$ cat config.mk
export PLATFORM = sky130hd
export DESIGN_NAME = nv_indirect_access
export DESIGN_NICKNAME = d
export VERILOG_FILES = /design/src/nv_access_pkg.sv /design/src/shadow_ram.sv /design/src/nv_indirect_access.sv
export VERILOG_INCLUDE_DIRS = /design/src
export SDC_FILE = /design/constraint.sdc
export NUM_CORES = 1
export LEC_CHECK = 0
export BUFFER_PORTS_ARGS = -buffer_cell sky130_fd_sc_hd__buf_2
export CAP_MARGIN = 20
export CELL_PAD_IN_SITES_DETAIL_PLACEMENT = 1
export CELL_PAD_IN_SITES_GLOBAL_PLACEMENT = 1
export CORE_MARGIN = 2
export CORE_UTILIZATION = 50
export CTS_BUF_LIST = sky130_fd_sc_hd__clkbuf_16
export DETAILED_ROUTE_END_ITERATION = 8
export PLACE_DENSITY = 0.87
export SLEW_MARGIN = 20
export SYNTH_ARGS = -nofsm -noshare
export SYNTH_HDL_FRONTEND = slang
export SYNTH_SLANG_ARGS = --single-unit
$ cat constraint.sdc
create_clock -name clk -period 6.84 [get_ports clk]
set_clock_uncertainty 0.05 [all_clocks]
set_input_delay 0.684 -clock clk [delete_from_list [all_inputs] [get_ports clk]]
set_output_delay 0.684 -clock clk [all_outputs]
set_load 0.02 [all_outputs]
$ cat src/nv_access_consts.svh
// register offsets, field layout and reset values of the indirect array access block
`ifndef NV_ACCESS_CONSTS_SVH
`define NV_ACCESS_CONSTS_SVH

`define LIVE_CRC_OFFSET      8'h32
`define START_POINTER_OFFSET 8'h33
`define NV_READ_OFFSET       8'h34
`define SHADOW_RAM_OFFSET    8'h35

`define LIVE_CRC_RESET       8'h00
`define START_POINTER_RESET  7'h00
`define WINDOW_RESET         8'h00
`define START_POINTER_MSB    6
`define BYTE_ADDR_MSB        4

`endif

$ cat src/nv_access_pkg.sv
// types shared by the indirect array access block
package nv_access_pkg;

    // source of a pending read answer, one-hot
    typedef enum logic [4:0] {
        SRC_NONE  = 5'b00001,
        SRC_CRC   = 5'b00010,
        SRC_PTR   = 5'b00100,
        SRC_NV    = 5'b01000,
        SRC_RAM   = 5'b10000
    } read_src_t;

    typedef struct packed {
        logic [7:0] reg_addr;   // current serial register address
        logic       locked;     // address held on a data window
        logic       first;      // next window access uses the start pointer
        logic [4:0] byte_ptr;   // internal array pointer
        logic [6:0] start_ptr;  // memory_start_pointer field
        logic [7:0] live_crc;   // live_crc_byte
        read_src_t  src;        // answer selection for the pending read
        logic       pend;       // read in flight
        logic [4:0] nv_addr;    // address presented to the array
        logic [7:0] rd_data;    // answer byte
        logic       rd_valid;   // answer strobe
    } state_t;

endpackage : nv_access_pkg

$ cat src/shadow_ram.sv
// shadow byte ram with registered read data
`timescale 1ns/1ps
`default_nettype none

module shadow_ram #(
    parameter int DEPTH  = 32,
    parameter int AW     = 5
) (
    input  wire logic          clk,
    input  wire logic          we,
    input  wire logic [AW-1:0] waddr,
    input  wire logic [7:0]    wdata,
    input  wire logic [AW-1:0] raddr,
    output logic      [7:0]    rdata
);

    logic [7:0] mem [DEPTH];

    // contents are not reset; the array changes only through writes on the we port
    always_ff @(posedge clk) begin
        if (we) begin
            mem[waddr] <= wdata;
        end
        rdata <= mem[raddr];
    end

endmodule : shadow_ram

`default_nettype wire

$ cat src/nv_indirect_access.sv
// indirect byte access to the nonvolatile array and its shadow ram
`timescale 1ns/1ps
`default_nettype none
`include "nv_access_consts.svh"

module nv_indirect_access #(
    parameter int BYTE_AW = 5
) (
    input  wire logic               clk,
    input  wire logic               rst_n,
    input  wire logic               txn_start,
    input  wire logic [7:0]         txn_addr,
    input  wire logic               txn_end,
    input  wire logic               wr_strobe,
    input  wire logic [7:0]         wr_data,
    input  wire logic               rd_strobe,
    output logic      [7:0]         rd_data,
    output logic                    rd_valid,
    output logic      [BYTE_AW-1:0] nv_addr,
    input  wire logic [7:0]         nv_rdata,
    input  wire logic               crc_load,
    input  wire logic [7:0]         crc_value
);

    import nv_access_pkg::*;

    state_t               s_q;
    state_t               s_d;
    logic                 access;
    logic                 is_nv;
    logic                 is_ram;
    logic [BYTE_AW-1:0]   acc_ptr;
    logic                 ram_we;
    logic [7:0]           ram_rdata;

    // a strobe in the same cycle as a transaction boundary is dropped
    assign access  = (rd_strobe || wr_strobe) && !txn_start && !txn_end;
    assign is_nv   = (s_q.reg_addr == `NV_READ_OFFSET);
    assign is_ram  = (s_q.reg_addr == `SHADOW_RAM_OFFSET);
    // first window access starts at the pointer field, later ones step on
    assign acc_ptr = s_q.first ? s_q.start_ptr[`BYTE_ADDR_MSB:0]
                               : s_q.byte_ptr + 5'h01;
    // only the ram window writes the array; other offsets never touch it
    assign ram_we  = access && wr_strobe && is_ram;

    // one pointer feeds both ports; the read answer lands one edge after its address
    shadow_ram #(
        .DEPTH (32),
        .AW    (BYTE_AW)
    ) u_ram (
        .clk   (clk),
        .we    (ram_we),
        .waddr (acc_ptr),
        .wdata (wr_data),
        .raddr (acc_ptr),
        .rdata (ram_rdata)
    );

    // next state: address stepping, window streaming and read pipeline
    always_comb begin
        s_d          = s_q;
        s_d.rd_valid = 1'b0;
        s_d.pend     = 1'b0;
        s_d.src      = SRC_NONE;
        // live crc comes only from the crc engine, never from the array
        if (crc_load) begin
            s_d.live_crc = crc_value;
        end
        // second stage: the array and ram answers are valid now
        if (s_q.pend) begin
            s_d.rd_valid = 1'b1;
            case (s_q.src)
                SRC_CRC: s_d.rd_data = s_q.live_crc;
                SRC_PTR: s_d.rd_data = {1'b0, s_q.start_ptr};
                SRC_NV:  s_d.rd_data = nv_rdata;
                SRC_RAM: s_d.rd_data = ram_rdata;
                default: s_d.rd_data = 8'h00;
            endcase
        end
        // boundaries win over strobes and rearm the start pointer for the next stream
        if (txn_start) begin
            s_d.reg_addr = txn_addr;
            s_d.locked   = 1'b0;
            s_d.first    = 1'b1;
        end else if (txn_end) begin
            s_d.locked   = 1'b0;
            s_d.first    = 1'b1;
        end else if (access) begin
            if (is_nv || is_ram) begin
                // hold the register address, step only the internal pointer
                s_d.locked   = 1'b1;
                s_d.first    = 1'b0;
                s_d.byte_ptr = acc_ptr;
            end else begin
                s_d.reg_addr = s_q.reg_addr + 8'h01;
            end
            // only bits 6:0 are kept, so bit 7 always reads back as zero
            if (wr_strobe && s_q.reg_addr == `START_POINTER_OFFSET) begin
                s_d.start_ptr = wr_data[`START_POINTER_MSB:0];
            end
            // first read stage: pick the source and register the array address
            if (rd_strobe) begin
                s_d.pend = 1'b1;
                if (is_nv) begin
                    s_d.src     = SRC_NV;
                    s_d.nv_addr = acc_ptr;
                end else if (is_ram) begin
                    s_d.src = SRC_RAM;
                end else if (s_q.reg_addr == `LIVE_CRC_OFFSET) begin
                    s_d.src = SRC_CRC;
                end else if (s_q.reg_addr == `START_POINTER_OFFSET) begin
                    s_d.src = SRC_PTR;
                end else begin
                    s_d.src = SRC_NONE;                                    // unmapped reads 00
                end
            end
        end
    end

    // state register
    always_ff @(posedge clk) begin
        if (!rst_n) begin
            s_q           <= '0;
            s_q.first     <= 1'b1;
            s_q.start_ptr <= `START_POINTER_RESET;
            s_q.live_crc  <= `LIVE_CRC_RESET;
            s_q.rd_data   <= `WINDOW_RESET;
            s_q.src       <= SRC_NONE;
        end else begin
            s_q <= s_d;
        end
    end

    // outputs come straight from the state register
    assign rd_data  = s_q.rd_data;
    assign rd_valid = s_q.rd_valid;
    assign nv_addr  = s_q.nv_addr;
endmodule : nv_indirect_access

`default_nettype wire

## Yosys cells after proc, flatten, opt, wreduce, memory -nomap -nowiden

Memories as Yosys holds them, arrays and structs flattened. A register that Yosys moved wholly into a read port is not among the register bits.
Index checks and enable logic that the tools add are counted.

- Logic and storage cells: 71
- Memories kept: 1
- Bits in read-only memories: 0
- Latch bits: 0
- Flip-flop bits (word level): 50
- Output and inout port bits: 14
- Memory bits (writable): 256

- Mux-type cells: 18
- $mul: 0
- Divide/modulo/power cells: 0
- Equality and inequality tests: 10
- Reduce and logical (&&, ||, !) cells: 21
- Bitwise logic cells: 5
- Order comparisons: 0
- Shifts and indexed selects: 0
- Add/sub/neg operators: 2

Memory list:

| memory | words | bits a word | rd ports | clocked after memory_dff | write ports | RTL line | RTL |
|---|---|---|---|---|---|---|---|
| u_ram.mem | 32 | 8 | 1 | 1 | 1 | shadow_ram.sv:17 | `logic [7:0] mem [DEPTH];` |

Operators by type and width:

| cell | number |
|---|---|
| equality test 8 x 6 -> 1 bit (second input constant) | 4 |
| case mux 8 bit (4 select lines) | 1 |
| two-way mux 22 bit | 1 |
| two-way mux 5 bit | 4 |
| two-way mux 8 bit | 2 |
| two-way mux 7 bit | 2 |
| two-way mux 10 bit | 1 |
| adder 8 x 1 -> 8 bit (second input constant) | 1 |
| AND reduction 4 bit | 2 |
| OR reduction 8 bit | 1 |
| OR reduction 7 bit | 1 |
| two-way mux 6 bit | 1 |
| OR reduction 6 bit | 1 |
| adder 5 x 1 -> 5 bit (second input constant) | 1 |
| equality test 5 x 2 -> 1 bit (second input constant) | 1 |
| equality test 5 x 3 -> 1 bit (second input constant) | 1 |
| equality test 5 x 4 -> 1 bit (second input constant) | 1 |
| equality test 5 bit (second input constant) | 1 |
| logical AND 1 bit | 5 |
| inverter 1 bit | 5 |
| AND reduction 5 bit | 1 |
| OR reduction 5 bit | 1 |
| two-way mux 4 bit | 1 |
| inequality test 2 bit (second input constant) | 2 |
| 10 further kinds | 14 |

## Depth between registers and ports, before layout

- Depth in word-level cells: 7
- Mapped depth: 10
- Gate-level depth less buffers: 8

## Cells and area by module

A second synthesis with hierarchy kept.

- Cells, all modules: 715
- Area total of the unflattened synthesis: 12,599.6 um^2

Modules (own cells, without submodules):

| module | instances | area an instance (um^2) | cells each |
|---|---|---|---|
| shadow_ram | 1 | 10,053.4 | 417 |
| nv_indirect_access | 1 | 2,546.2 | 298 |

## Worst setup path before layout

Ideal clock, no wire load.

- Path type: reg-to-reg
- From: register s_q[35] in the netlist's numbering
- To: memory u_ram.mem[17][0] (enable)
- Clock period less this slack: 2.618 ns
- Path slack: 4.222 ns
- Arrival: 2.198 ns
- Cell stages (with the launch flop): 8
- Path buffers: 3
- Cell sequence: dfxtp_1 -> ha_1 -> o32ai_1 -> buf_2 -> buf_2 -> buf_1 -> nand2_1 -> nor2_1

- Cells in the longest elaborated chain, start to end: 2

Ends and longest elaborated chain:

| what | RTL line | RTL |
|---|---|---|
| from (decl) | nv_indirect_access.sv:27 | `state_t s_q;` |
| adder 5 x 1 -> 5 bit | nv_indirect_access.sv:42 | `: s_q.byte_ptr + 5'h01;` |
| two-way mux 5 bit | nv_indirect_access.sv:41 | `` assign acc_ptr = s_q.first ? s_q.start_ptr[`BYTE_ADDR_MSB:0] `` |
| to (decl) | shadow_ram.sv:17 |  |

No other way between the ends.

## Worst setup path in the final report

- From: register s_q[40] in the netlist's numbering
- To: memory u_ram.mem[13][7] (enable)

- Cells in the longest elaborated chain, start to end: 1

Ends and longest elaborated chain:

| what | RTL line |
|---|---|
| two-way mux 5 bit | nv_indirect_access.sv:41 |

No other way between the ends.

==> flow_summary.yaml <==
outcome:
  outcome: "complete, no violations"
timing:
  relSlewSlack_pct: 37.0
  period_share_pct: 55.4
  rsz0062_at_grt: "false"
  setup_viol: 0
  fmaxAchievable_ghz: 0.264
  tightest_slew_ns: 0.942
  layout_min_cycle_time_ns: 3.79
  drv_slew: 0
  finalSetupTns_ns: 0
  finalHoldViolations: 0
floorplanning:
  core_area_um2: 24000
  num_io_pins: 53
  dieHeight_um: 160
  fp.dieW_um: 160
  start_util_pct: 50.5
  num_rows: 57
  dieArea_um2: 25500
setup_path:
  crit_chain: "nand2_1 -> o32ai_4 -> buf_4 -> nand2_1 -> nor2_1"
  cp_max_fo: 65
  cp.required_ns: 6.97
  timing.rr.end: "u_ram.mem[13][7]$_DFFE_PP_"
  slowest_stage: "dfxtp_1"
  worstSetupPathType: "reg2reg"
  critPathLaunchType: "flip-flop"
  path_common_cell: "nand2_1"
  worstReg2RegStart: "s_q[40]$_SDFFE_PP1P_"
  cp-end-kind: "flip-flop"
  rr_worst_depth: 5
  slowest_delay_ns: 0.93
  crit_arrival_ns: 3.92
  r2r_slack_ns: 3.05
logic_synthesis:
  postSynthCellCount: 821
  async_reset_ff_share_pct: 0
  synth.most_common_cell: "edfxtp_1"
  synthTopCellsByCount: "edfxtp_1, nor2_1, a22oi_1, dfxtp_1, a221oi_1"
  netlist_area_um2: 12100
  synth_edf_count: 256
  avgSynthCellArea_um2: 14.8
  synth_nets: 865
  synth_area_leaders: "edfxtp_1, dfxtp_1, a22oi_1, a221oi_1, nor2_1"
  netlist.area_leader.share_pct: 63.4
  synth_seq_cells: 313
  ys.flop_type: "edfxtp_1"
  ys_types: 47
  ys_warn_count: 0
  synth_top_area_cell: "edfxtp_1"
  synth-seq-area-share_pct: 72.8
routing:
  routed_wl_mm: 34.3
  drt-pass1-iter-count: 6
  viasPerCell: 6.61
  routedWlPerCell_um: 28.7
  drt_iter0_markers: 1109
  post-route-drc-count: 0
  vias: 7894
  antenna_left: 0
grt:
  grt.total_usage_pct: 26.9
  antenna_found_initial: 1
  grt_remaining_overflow: 0
  grt_pass1_wl_mm: 51.9
  grt_pass1_vias: 8019
  grt_max_degree: 67
pwr:
  clockPowerShare_pct: 44.1
  ir_drop_mv: 0.220
  switchingPower_mw: 0.784
  combinationalPowerShare_pct: 1.9
  sw_frac_of_total_pct: 20.5
  p_int_mw: 3.05
  p_per_area_nw_per_um2: 282
  p_seq_share_pct: 54.0
  leakage_nw: 4.50
cts:
  clkTransAtPathRegs_ns: 0.06
  ctsHoldBuffers: 0
  cts_setup_buffers: 0
  cts_buffer_depth: 3
  clock-sinks: 313
  root_buffer: "clkbuf_16"
  cts.repair.resized: 0
  cts_tree: "yes"
  insertion_delay_ns: 0.56
  h-tree-depth: 1
  cts_buffers: 30
job:
  max_cap_violations: 0
min_path:
  hold_end: "s_q[23]$_SDFFE_PN0P_"
  whs_path_depth: 3
  hp-class: "in2reg"
  min_from: "crc_value[3]"
placed_design:
  io_buffer_count: 52
  dp.cells: 1139
  dp_hpwl_mm: 20.0
  gp_congestion: 0.807
final_layout:
  nets: 891
  area_delta_synth_final_pct: 12.1
  layout-drive-gt1-share_pct: 13.7
  layout.cells.non_filler: 1195
  antenna_cells: 0
[power by group through the flow]
stage / registers, mW / logic (mW) / clock network [mW]
after floorplan: 2.11 / 0.0227 / 0
after global placement: 2.11 / 0.0676 / 0
after detailed placement: 2.11 / 0.0709 / 0
after CTS: 2.07 / 0.0716 / 1.70
after global routing: 2.07 / 0.0778 / 1.76
final: 2.07 / 0.0722 / 1.69
[per-stage QoR]
step	util [%]	setup slack [ns]	total power, mW	area, um2	hold WS, ns
finish	56.6	3.05	3.83	13600	0.316
global route	56.6	2.83	3.90	13600	0.328
CTS	56.6	3.06	3.84	13600	0.310
detailed placement	52.4	3.19	2.18	12600	0.424
global placement	52.4	3.36	2.18	12600	0.414
floorplan	-	4.22	2.13	12100	0.406
[cell usage in the layout, fill, tap and decap left out, types with 5 or more instances in the layout]
cell type / netlist / routed
a211o_1: 7 / 7
a211oi_1: 6 / 6
nand2_1: 20 / 20
nor3_1: 26 / 26
nor2_1: 93 / 93
inv_1: 7 / 9
buf_2: 26 / 52
buf_4: 14 / 8
and3_1: 20 / 20
o21ai_0: 5 / 5
dfxtp_1: 57 / 57
edfxtp_1: 256 / 256
nand3_1: 14 / 14
mux2i_1: 23 / 23
clkbuf_16: 0 / 34
ha_1: 5 / 5
a21oi_1: 23 / 23
a221oi_1: 44 / 44
a22oi_1: 70 / 70
clkinv_2: 0 / 9
a221o_1: 30 / 30
[worst max-delay path, delay by kind of cell (launching register included)]
family,cells,cell delay (ns)
AOI/OAI and AO/OA,1,0.20
DFF,1,0.93
and+or+nand+nor,3,1.52
buffers and inverters,1,0.66
[kinds of logic after synthesis]
| kind of cell | share of synthesized area (%) |
|---|---|
| DFF | 72.8 |
| AOI/OAI and AO/OA | 13.8 |
| and+or+nand+nor | 7.27 |
| buffers and inverters | 3.15 |
| muxes | 1.90 |
| xor gates and xnor gates | 0.577 |
| adders and majority gates | 0.516 |
[registers in the layout, indices dropped and copies added, names as in the netlist]
register	count
u_ram.mem	256
s_q	35
rd_data	8
u_ram.rdata	8
nv_addr	5
rd_valid	1
[area by class of cell]
class	count	area, um2
well taps	324	405
clock inverters	22	161
fillers	2278	10400
clock buffers	34	851
multi-input cells	435	3000
inverters	7	26.3
flip-flops and latches	313	8830
repair buffers	60	320
[layer usage]
layer  share of wire (%)  wire length (um)  vias to the layer above  GRT usage, %
met5                   0                 0                        -             0
met4                 2.8               956                        0          8.60
met3                 9.5              3270                       73          5.71
met2                  49             16700                      507          44.1
met1                  39             13400                     3985          36.2
li1                    -                 -                     3329             -
[worst max-delay path by stage]
stage | startpoint | endpoint | slack, ns | cells past startpoint
2_1_floorplan | s_q[35]$_SDFFE_PN0P_ | u_ram.mem[17][0]$_DFFE_PP_ | 4.22 | 7
3_3_place_gp | s_q[40]$_SDFFE_PP1P_ | u_ram.mem[3][5]$_DFFE_PP_ | 3.36 | 5
3_5_place_dp | s_q[40]$_SDFFE_PP1P_ | u_ram.mem[13][6]$_DFFE_PP_ | 3.19 | 5
4_1_cts | s_q[40]$_SDFFE_PP1P_ | u_ram.mem[13][2]$_DFFE_PP_ | 3.06 | 5
5_1_grt | s_q[40]$_SDFFE_PP1P_ | u_ram.mem[13][7]$_DFFE_PP_ | 2.83 | 5
6_report | s_q[40]$_SDFFE_PP1P_ | u_ram.mem[13][7]$_DFFE_PP_ | 3.05 | 5
Note: power is estimated with default switching activity, not from simulation.
